<file path="config.mk">
export PLATFORM = sky130hd
export DESIGN_NAME = irc_capture
export DESIGN_NICKNAME = d
export VERILOG_FILES = /design/src/hw/irc_pkg.sv /design/src/hw/irc_capture.sv
export SDC_FILE = /design/constraint.sdc
export NUM_CORES = 1
export LEC_CHECK = 0
export ABC_AREA = 1
export BUFFER_PORTS_ARGS = -buffer_cell sky130_fd_sc_hd__buf_2
export CAP_MARGIN = 20
export CORE_MARGIN = 2
export CORE_UTILIZATION = 48
export CTS_CLUSTER_DIAMETER = 120
export DETAILED_ROUTE_END_ITERATION = 10
export PLACE_DENSITY = 0.85
export SYNTH_ARGS = -nofsm -noshare
export SYNTH_HDL_FRONTEND = slang
export SYNTH_SLANG_ARGS = --single-unit
</file>
<file path="constraint.sdc">
create_clock -name CLK -period 3.4 [get_ports CLK]
set_clock_uncertainty 0.1 [all_clocks]
set_input_delay 0.17 -clock CLK [delete_from_list [all_inputs] [get_ports CLK]]
set_output_delay 0.17 -clock CLK [all_outputs]
set_load 0.03 [all_outputs]
</file>
<file path="src/hw/irc_pkg.sv">
`default_nettype none

package irc_pkg;

    // Register indices and byte addresses
    localparam logic [7:0] INFO_IDX = 8'h0e;
    localparam logic [7:0] CTRL_IDX = 8'h10;
    localparam logic [7:0] STAT_IDX = 8'h11;
    localparam logic [7:0] MASK_IDX = 8'h12;
    localparam logic [9:0] INFO_ADDR = {INFO_IDX, 2'b00};
    localparam logic [9:0] CTRL_ADDR = {CTRL_IDX, 2'b00};
    localparam logic [9:0] STAT_ADDR = {STAT_IDX, 2'b00};
    localparam logic [9:0] MASK_ADDR = {MASK_IDX, 2'b00};

    // Info register fields
    localparam int INFO_LIST_BIT = 15;
    localparam int INFO_BUF_BIT  = 14;
    localparam int INFO_IDX_MSB  = 5;
    localparam int IDX_W         = 6;

    // Control register fields
    localparam int CTRL_EN_BIT   = 0;
    localparam int CTRL_SR_BIT   = 1;
    localparam int CTRL_SOA_BIT  = 2;
    localparam int CTRL_STOP_IN_WAIT_BIT = 3;
    localparam int CTRL_W        = 4;

    // Status and mask fields
    localparam int ST_ABD_BIT = 0;
    localparam int ST_CON_BIT = 1;
    localparam int ST_EOL_BIT = 2;
    localparam int ST_W       = 3;

    // Reset values
    localparam logic [15:0] INFO_RST = 16'h0000;
    localparam logic [3:0]  CTRL_RST = 4'h0;
    localparam logic [2:0]  STAT_RST = 3'h0;
    localparam logic [2:0]  MASK_RST = 3'h0;

endpackage

`default_nettype wire

</file>
<file path="src/hw/irc_capture.sv">
`timescale 1ns/1ns
`default_nettype none

// Behaviour
// RL1 - Clear info on soft reset or disable
// RL2 - Bit 15 captures active command list
// RL3 - Bit 14 captures active result buffer
// RL4 - Bits 5:0 capture index on events
// RL5 - Index sampled when result stored
// RL6 - Software abort sets done, last index
// RL7 - Store-on-abort one gives aborted index
// RL8 - Store-on-abort zero gives last stored
// RL9 - Idle abort keeps previous index
// RL10 - Hardware abort captures, no done flag
// RL11 - Writes ignored, bits 13:6 read zero
module irc_capture
(
    input  wire logic        CLK,
    input  wire logic        RST_N,
    input  wire logic        PSEL,
    input  wire logic        PENABLE,
    input  wire logic        PWRITE,
    input  wire logic [9:0]  PADDR,
    input  wire logic [31:0] PWDATA,
    output var  logic [31:0] PRDATA,
    output var  logic        PREADY,
    output var  logic        PSLVERR,
    input  wire logic        CONV_FLAG_SET,
    input  wire logic        EOL_SET,
    input  wire logic        RESULT_STORE,
    input  wire logic [5:0]  RESULT_INDEX,
    input  wire logic [5:0]  CONV_INDEX,
    input  wire logic        CONV_BUSY,
    input  wire logic        ACTIVE_LIST,
    input  wire logic        ACTIVE_BUFFER,
    input  wire logic        SW_ABORT,
    input  wire logic        STOP_ENTRY,
    input  wire logic        WAIT_ENTRY,
    output var  logic        CONV_ENABLE,
    output var  logic        STORE_ON_ABORT,
    output var  logic        ABORT_DONE,
    output var  logic        IRQ
);

    localparam int W = irc_pkg::IDX_W;

    // Control and software-visible state
    logic [irc_pkg::CTRL_W-1:0] ctrl_ff;
    logic [irc_pkg::ST_W-1:0]   stat_ff;
    logic [irc_pkg::ST_W-1:0]   mask_ff;
    logic                       list_ff;
    logic                       buf_ff;
    logic [W-1:0]               idx_ff;
    logic [W-1:0]               last_ff;

    // Bus handshake state, done pulse and interrupt flops
    logic        pready_ff;
    logic        pslverr_ff;
    logic [31:0] prdata_ff;
    logic        done_ff;
    logic        irq_ff;

    // Decoded controls
    logic         enabled;
    logic         clr_info;
    logic         hw_abort;
    logic         any_abort;
    logic         wr_hit;
    logic         acc;
    logic [W-1:0] stored_now;
    logic [W-1:0] nxt_idx;
    logic [3:0]   sel;

    // Access phase of an APB transfer
    assign acc    = PSEL && PENABLE;
    assign wr_hit = acc && pready_ff && PWRITE;

    assign enabled = ctrl_ff[irc_pkg::CTRL_EN_BIT];

    // RL1 clear condition
    assign clr_info = ctrl_ff[irc_pkg::CTRL_SR_BIT] || !enabled;

    // RL10 hardware abort sources
    assign hw_abort = STOP_ENTRY
        || (WAIT_ENTRY && ctrl_ff[irc_pkg::CTRL_STOP_IN_WAIT_BIT]);

    assign any_abort = SW_ABORT || hw_abort;

    // Decode of one register word address
    function automatic logic [3:0] dec(input logic [9:0] a);
        dec = {a == irc_pkg::MASK_ADDR,
               a == irc_pkg::STAT_ADDR,
               a == irc_pkg::CTRL_ADDR,
               a == irc_pkg::INFO_ADDR};
    endfunction

    // One-hot word select, decoded once for every user
    assign sel = dec(PADDR);

    // RL5 index of the store happening now, else the last stored index
    assign stored_now = RESULT_STORE ? RESULT_INDEX : last_ff;

    // Index selection; abort wins since it ends the list
    always_comb
    begin
        nxt_idx = idx_ff;
        if (any_abort)
        begin
            if (!CONV_BUSY)
                // RL9 idle abort keeps index
                nxt_idx = idx_ff;
            else if (hw_abort)
                // RL10 last stored index
                nxt_idx = stored_now;
            else if (ctrl_ff[irc_pkg::CTRL_SOA_BIT])
                // RL7 aborted conversion index
                nxt_idx = CONV_INDEX;
            else
                // RL8 last already stored
                nxt_idx = stored_now;
        end
        else if (CONV_FLAG_SET || EOL_SET)
            // RL4 capture on flag events
            nxt_idx = stored_now;
    end

    // Last stored result index tracker
    always_ff @(posedge CLK or negedge RST_N)
    begin
        if (!RST_N)
            last_ff <= '0;
        else if (clr_info)
            last_ff <= '0;
        else if (RESULT_STORE)
            // RL5 sample at store time
            last_ff <= RESULT_INDEX;
    end

    // Captured index field
    always_ff @(posedge CLK or negedge RST_N)
    begin
        if (!RST_N)
            idx_ff <= irc_pkg::INFO_RST[W-1:0];
        else if (clr_info)
            // RL1 cleared while off
            idx_ff <= '0;
        else
            idx_ff <= nxt_idx;
    end

    // Captured list and buffer bits
    always_ff @(posedge CLK or negedge RST_N)
    begin
        if (!RST_N)
        begin
            list_ff <= irc_pkg::INFO_RST[irc_pkg::INFO_LIST_BIT];
            buf_ff  <= irc_pkg::INFO_RST[irc_pkg::INFO_BUF_BIT];
        end
        else if (clr_info)
        begin
            list_ff <= 1'b0;
            buf_ff  <= 1'b0;
        end
        else if (CONV_FLAG_SET || any_abort)
        begin
            // RL2 active list
            list_ff <= ACTIVE_LIST;
            // RL3 active buffer
            buf_ff  <= ACTIVE_BUFFER;
        end
    end

    // Control register, software written
    always_ff @(posedge CLK or negedge RST_N)
    begin
        if (!RST_N)
            ctrl_ff <= irc_pkg::CTRL_RST;
        else if (wr_hit && sel[1])
            ctrl_ff <= PWDATA[irc_pkg::CTRL_W-1:0];
    end

    // Mask register
    always_ff @(posedge CLK or negedge RST_N)
    begin
        if (!RST_N)
            mask_ff <= irc_pkg::MASK_RST;
        else if (wr_hit && sel[3])
            mask_ff <= PWDATA[irc_pkg::ST_W-1:0];
    end

    // Sticky status; a set in the clear cycle wins
    always_ff @(posedge CLK or negedge RST_N)
    begin
        if (!RST_N)
            stat_ff <= irc_pkg::STAT_RST;
        else
        begin
            stat_ff <= (stat_ff
                & ~((wr_hit && sel[2])
                    ? PWDATA[irc_pkg::ST_W-1:0]
                    : '0))
                | {EOL_SET && enabled,
                   CONV_FLAG_SET && enabled,
                   // RL6 software abort done flag
                   SW_ABORT && enabled};
        end
    end

    // Done pulse; hardware aborts never raise it
    always_ff @(posedge CLK or negedge RST_N)
    begin
        if (!RST_N)
            done_ff <= 1'b0;
        else
            // RL10 only software abort
            done_ff <= SW_ABORT && enabled;
    end

    // Level interrupt from unmasked status
    always_ff @(posedge CLK or negedge RST_N)
    begin
        if (!RST_N)
            irq_ff <= 1'b0;
        else
            irq_ff <= |(stat_ff & mask_ff);
    end

    // One wait state so read data comes from a flop
    always_ff @(posedge CLK or negedge RST_N)
    begin
        if (!RST_N)
            pready_ff <= 1'b0;
        else
            pready_ff <= acc && !pready_ff;
    end

    // Read data and error for unmapped words
    always_ff @(posedge CLK or negedge RST_N)
    begin
        if (!RST_N)
        begin
            prdata_ff  <= '0;
            pslverr_ff <= 1'b0;
        end
        else if (acc && !pready_ff)
        begin
            pslverr_ff <= sel == 4'h0;
            prdata_ff  <= '0;
            unique case (1'b1)
                sel[0]:
                    // RL11 read only, gap reads zero
                    prdata_ff <= {16'h0000, list_ff, buf_ff,
                                  8'h00, idx_ff};
                sel[1]:
                    prdata_ff <= {28'h0000000, ctrl_ff};
                sel[2]:
                    prdata_ff <= {29'h0000000, stat_ff};
                sel[3]:
                    prdata_ff <= {29'h0000000, mask_ff};
                default:
                    prdata_ff <= '0;
            endcase
        end
        else
        begin
            prdata_ff  <= '0;
            pslverr_ff <= 1'b0;
        end
    end

    // Ports straight from flops
    assign PREADY         = pready_ff;
    assign PSLVERR        = pslverr_ff;
    assign PRDATA         = prdata_ff;
    assign ABORT_DONE     = done_ff;
    assign IRQ            = irq_ff;
    assign CONV_ENABLE    = ctrl_ff[irc_pkg::CTRL_EN_BIT];
    assign STORE_ON_ABORT = ctrl_ff[irc_pkg::CTRL_SOA_BIT];
endmodule

`default_nettype wire

</file>
Yosys cells after proc, flatten, opt, wreduce, memory -nomap -nowiden. Cells that the tools add are included.

Bits in registers: 44. Input bits: 68.

Mux-type cells: 16. Bitwise gates (word level): 4. Reductions and logical operators: 23. Eq/ne operators: 5.

Operators by type and width (number): one-hot mux 16 bit (4 select lines) (1); 2-to-1 mux 6 bit (8); equality test 10 x 7 -> 1 bit (second input constant) (3); 2-to-1 mux 16 bit (1); logical AND 1 bit (11); equality test 10 x 6 -> 1 bit (second input constant) (1); bitwise AND 3 bit (2); logical OR 1 bit (5); 2-to-1 mux 1 bit (5); zero test 4 bit (1); 2-to-1 mux 3 bit (1); inequality test 3 bit (second input constant) (1); NOT 3 bit (1); OR 3 bit (1); nonzero test 3 bit (1); OR reduction 3 bit (1); zero test 1 bit (2); AND reduction 2 bit (1); nonzero test 2 bit (1).

Longest topological paths before layout.
Word-level depth: 8. Mapped depth: 9. Mapped depth without buffers: 9.

Worst setup path after synthesis. OpenSTA, ideal clock, no wires.

Kind: register to register. Start: reg ctrl_ff[0] (netlist bit). End: reg idx_ff[0]. Setup slack: 1.974 ns. Setup time: 0.116 ns. Cell stages (with the launch flop): 10. Buffers on the path: 0. Arrival: 1.209 ns. Cells stage by stage: dfrtp_1 inv_2 nor2_4 inv_2 nor2_4 nand2_2 nand2_4 inv_4 nand2_1 nand2_1.

Longest elaborated chain between the ends: 4.

RTL lines: from (decl) (RTL line irc_capture.sv:48) `logic [irc_pkg::CTRL_W-1:0] ctrl_ff;`; from (signal assigned) (RTL line irc_capture.sv:177) `ctrl_ff <= irc_pkg::CTRL_RST;`; from (signal assigned) (RTL line irc_capture.sv:179) `ctrl_ff <= PWDATA[irc_pkg::CTRL_W-1:0];`; zero test 1 bit * (RTL line irc_capture.sv:81) `assign clr_info = ctrl_ff[irc_pkg::CTRL_SR_BIT] || !enabled;`; logical OR 1 bit * (RTL line irc_capture.sv:81); inequality test 3 bit (no source line) or nonzero test 3 bit (tied branches); AND reduction 2 bit (no source line); to (signal assigned) (RTL line irc_capture.sv:143) `idx_ff <= irc_pkg::INFO_RST[W-1:0];`; to (signal assigned) (RTL line irc_capture.sv:148) `idx_ff <= nxt_idx;`; to (decl) (RTL line irc_capture.sv:53) `logic [W-1:0] idx_ff;`.

Every way passes the cells marked *; elsewhere a longest branch is shown, timed or not. A chain may end at the register's enable or synchronous reset.

Worst setup path after layout.
Start: reg ctrl_ff[3] (netlist bit). End: reg idx_ff[1].

Longest elaborated chain between the ends: 6.

RTL lines: logical AND 1 bit * (RTL line irc_capture.sv:85) `|| (WAIT_ENTRY && ctrl_ff[irc_pkg::CTRL_STOP_IN_WAIT_BIT]);`; logical OR 1 bit * (RTL line irc_capture.sv:85); 2-to-1 mux 6 bit (RTL line irc_capture.sv:112) `else if (hw_abort)`; 2-to-1 mux 6 bit (RTL line irc_capture.sv:109) `if (!CONV_BUSY)`; 2-to-1 mux 6 bit (RTL line irc_capture.sv:107) `if (any_abort)`; 2-to-1 mux 6 bit (RTL line irc_capture.sv:144) `else if (clr_info)`.

Every way passes the cells marked *; elsewhere a longest branch is shown, timed or not. The select of a mux whose other input is x is not followed.

==> results.txt <==
----------------------------------------------------
[Pwr]
  Clock share of power ... 0.373
  P per Cell Area ... approximately 370 mW/mm^2
  Cell leakage power ... ~0.0013 uW
  Worst ir drop on vdd ... 0.000209 V
  Cell internal pwr ... 639 uW
  Fraction of power consumed by combinational cells ... 0.123
  Net switching power figure ... 218 uW
  Part of the total power dissipated in sequential elements ... 0.504
  Switching Share ... 0.254

[Detailed routing]
  First-pass iteration count of the detailed router ... 4
  DRC violations left ... 0
  Via total after detailed routing ... ~1700
  Routed wire length ... 3720 um
  Via density per instance ... 4.59
  Post-DRT Antenna Nets ... 0
  Routed wirelength normalized by instance count ... between 10 and 15 um
  First-iteration detailed-routing DRC count ... 67

[Synthesis]
  Main area contributors after synthesis ... sky130_fd_sc_hd__dfrtp_1, sky130_fd_sc_hd__nand2_1, sky130_fd_sc_hd__buf_4
  Post-Synthesis Cells ... 253
  Synthesized area ... 0.00197 mm^2
  Synthesized area per cell ... 7.78 um^2
  Leading area contributor after synthesis ... sky130_fd_sc_hd__dfrtp_1
  Number of synthesis warnings ... 0
  Number of distinct library cell variants in the gate-level netlist after synthesis ... 23
  Top-area cell type share of the netlist area ... 0.457
  Part of the Yosys area used for sequential elements ... 0.457
  Synthesis-stage register bit count ... 36

[Setup path]
  Worst setup SP type ... register
  FF-to-FF Start ... ctrl_ff[3]
  Crit path kind ... reg -> reg
  Worst Path Required ... 3.48 ns
  Worst Path Arrival ... 1.57 ns
  Worst Setup End Kind ... register
  Crit path launch ... ctrl_ff[3]
  Critical path peak fanout ... 12
  Reg2Reg Depth ... 6

[Clock tree]
  TritonCTS clock tree ... done
  Clock root cell ... sky130_fd_sc_hd__clkbuf_8
  Bufs on Longest Clock Path ... 2
  Clock latency reported for the late side of the worst-skew pair ... 0.29 ns
  Sinks on the clock net ... 36
  Number of buffers created by CTS ... 5
  Reg clk slew, reported paths ... about 0.070 ns
  H-tree levels ... 2
  PostCTS Resize Cnt ... 0

[GRT]
  Met1 Use GR ... 0.219
  Aggregate global routing overflow ... 0
  Met2 global-route usage ... 0.282
  Met3 track demand over resource ... 0.0559
  Gr usage total ... 0.179
  Number of global-route vias before repair ... 1444
  Global-route wire length before repair ... 6030 um
  Antenna violations before repair ... 0
  Layer with the highest usage after global routing ... met2
  Pin count of the biggest net entering global routing ... 37

[Floorplan]
  Die height ... 68.1 um
  Ports ... between 100 and 150
  Width of the chip ... 68.1 um
  Core area ... 0.00397 mm^2
  Die area ... between 0.004 and 0.005 mm^2
  Starting Density ... 0.496
  Cell Rows ... 23

[Timing]
  Relative max-transition margin ... 0.498
  Slew @ Worst Pin ... between 0.7 and 0.8 ns
  Portion of the clock cycle consumed by the worst path in the final layout ... 0.438
  Final-report max-slew violation count ... 0
  Final-report hold violation count ... 0
  Unrepaired setup endpoints after global routing ... false
  Max Clk Rate ... about 0.67 GHz
  Setup violators final ... 0
  Final setup TNS ... 0 ns
  Final critical delay including setup and external delays ... 1.49 ns

[Finish]
  Share of final-layout standard cells stronger than drive strength 1 ... 0.269
  Commonest non-fill, non-tap cell in the layout ... sky130_fd_sc_hd__nand2_1
  Fraction of the core area covered by cells at the end of the flow ... 0.583
  Commonest cells after routing, fill and taps aside ... sky130_fd_sc_hd__nand2_1, sky130_fd_sc_hd__buf_2, sky130_fd_sc_hd__dfrtp_1
  Design Area, Final ... 0.00231 mm^2
  Area occupied by multi-input gates ... 856 um^2
  FILL cells ... 373
  Register Area ... 901 um^2
  Net total in the final layout ... 380
  ANT cells ... 0
  Growth of design area from synthesis to finish ... 17.5%

[Min path]
  Classification of the worst-slack hold path ... in -> reg
  Number of cells traversed by the worst hold path ... 3
  Worst hold path startpoint ... SW_ABORT

[Flow run]
  # Max-Cap Violations ... 0

[Placement]
  Routability cong. ... a little over 0.8
  Hpwl dp ... slightly below 3000 um
  Placed Instance Area ... ~0.0022 mm^2
  Number of port buffers ... 53

[Status]
  Status ... finished, final reports clean

----------------------------------------------------
-- routing by layer --
metal | wire length [um] | up-vias | part of all wire
met5 | 0 | - | 0
met4 | 94 | 0 | 0.025
met3 | 265 | 10 | 0.071
met2 | 1680 | 63 | 0.45
met1 | 1680 | 737 | 0.45
li1 | - | 850 | -
-- power by group through the flow --
stage | clock network, uW | registers, uW | logic (uW)
finish | 320 | 431 | 105
global route | 355 | 431 | 118
CTS | 334 | 431 | 106
detailed placement | 0 | 439 | 103
global placement | 0 | 439 | 102
floorplan | 0 | 442 | 82.7
-- cells in the mapped netlist --
master / instances
sky130_fd_sc_hd__nand3_2: 2
sky130_fd_sc_hd__inv_4: 1
sky130_fd_sc_hd__nor2_1: 30
sky130_fd_sc_hd__buf_2: 3
sky130_fd_sc_hd__nor2_8: 2
sky130_fd_sc_hd__nor3_1: 2
sky130_fd_sc_hd__inv_1: 21
sky130_fd_sc_hd__a21oi_2: 1
sky130_fd_sc_hd__dfrtp_1: 36
sky130_fd_sc_hd__o21ai_2: 1
sky130_fd_sc_hd__nand3_1: 17
sky130_fd_sc_hd__nand2_2: 6
sky130_fd_sc_hd__nand2_1: 72
sky130_fd_sc_hd__buf_4: 24
sky130_fd_sc_hd__nor2_2: 2
sky130_fd_sc_hd__o21ai_0: 8
sky130_fd_sc_hd__inv_2: 5
sky130_fd_sc_hd__nand2_4: 1
sky130_fd_sc_hd__o21ai_1: 14
sky130_fd_sc_hd__nand4_1: 1
sky130_fd_sc_hd__nor2_4: 2
sky130_fd_sc_hd__conb_1: 1
sky130_fd_sc_hd__nor3_2: 1
-- kinds of logic (layout without fill, tap and decap cells) --
logic type / count (synthesis) / after routing / synth area share
AOI/OAI and AO/OA: 24 / 24 / 0.0648
buffers and inverters: 54 / 90 / 0.152
DFF: 36 / 36 / 0.457
other: 1 / 24 / 0.00190
and+or+nand+nor: 138 / 138 / 0.324
-- critical path: stages (launching register included) --
cell and delay, ns:
sky130_fd_sc_hd__dfrtp_1 0.44, sky130_fd_sc_hd__a21oi_2 0.20, sky130_fd_sc_hd__nand2_1 0.24, sky130_fd_sc_hd__o21ai_0 0.24
sky130_fd_sc_hd__nor2_1 0.06, sky130_fd_sc_hd__nand2_1 0.06, sky130_fd_sc_hd__nand2_1 0.04
-- registers in the layout, summed over array words and instances, names as in the netlist --
| name | cells |
|---|---|
| last_ff | 6 |
| PSLVERR | 1 |
| ABORT_DONE | 1 |
| buf_ff | 1 |
| PREADY | 1 |
| idx_ff | 6 |
| PRDATA | 8 |
| IRQ | 1 |
| stat_ff | 3 |
| list_ff | 1 |
| ctrl_ff | 4 |
| mask_ff | 3 |
-- layout make-up --
| class | count | share of cell area |
|---|---|---|
| multi-input cells | 186 | 0.370 |
| well taps | 50 | 0.0270 |
| repair buffers | 56 | 0.128 |
| clock buffers | 7 | 0.0416 |
| inverters | 27 | 0.0449 |
| flip-flops and latches | 36 | 0.389 |
-- worst paths after layout --
| check | slack, ns | endpoint |
|---|---|---|
| max | 1.91 | idx_ff[1] |
| max in group asynchronous | 2.33 | mask_ff[2] |
| max reg2reg | 1.91 | idx_ff[1] |
| min | 0.02 | ABORT_DONE |
| min in group asynchronous | 0.39 | PRDATA[4] |
| min reg2reg | 0.39 | idx_ff[2] |
-- repair_timing --
| action | in CTS | in global routing |
|---|---|---|
| hold buffers | 3 | 0 |
| buffers inserted | 0 | 0 |
| hold endpoints to repair | 38 | 0 |
-- per-stage QoR --
step           setup WS, ns  instances  power, uW  hold WS (ns)
2_1_floorplan          1.97        276        525        -0.226
3_3_place_gp           1.95        352        541         0.183
3_5_place_dp           1.93        352        542         0.186
4_1_cts                1.91        362        871        0.0102
5_1_grt                1.76        362        903        0.0204
6_report               1.91        362        856        0.0217
No activity file was read; power rests on OpenSTA's default activity.
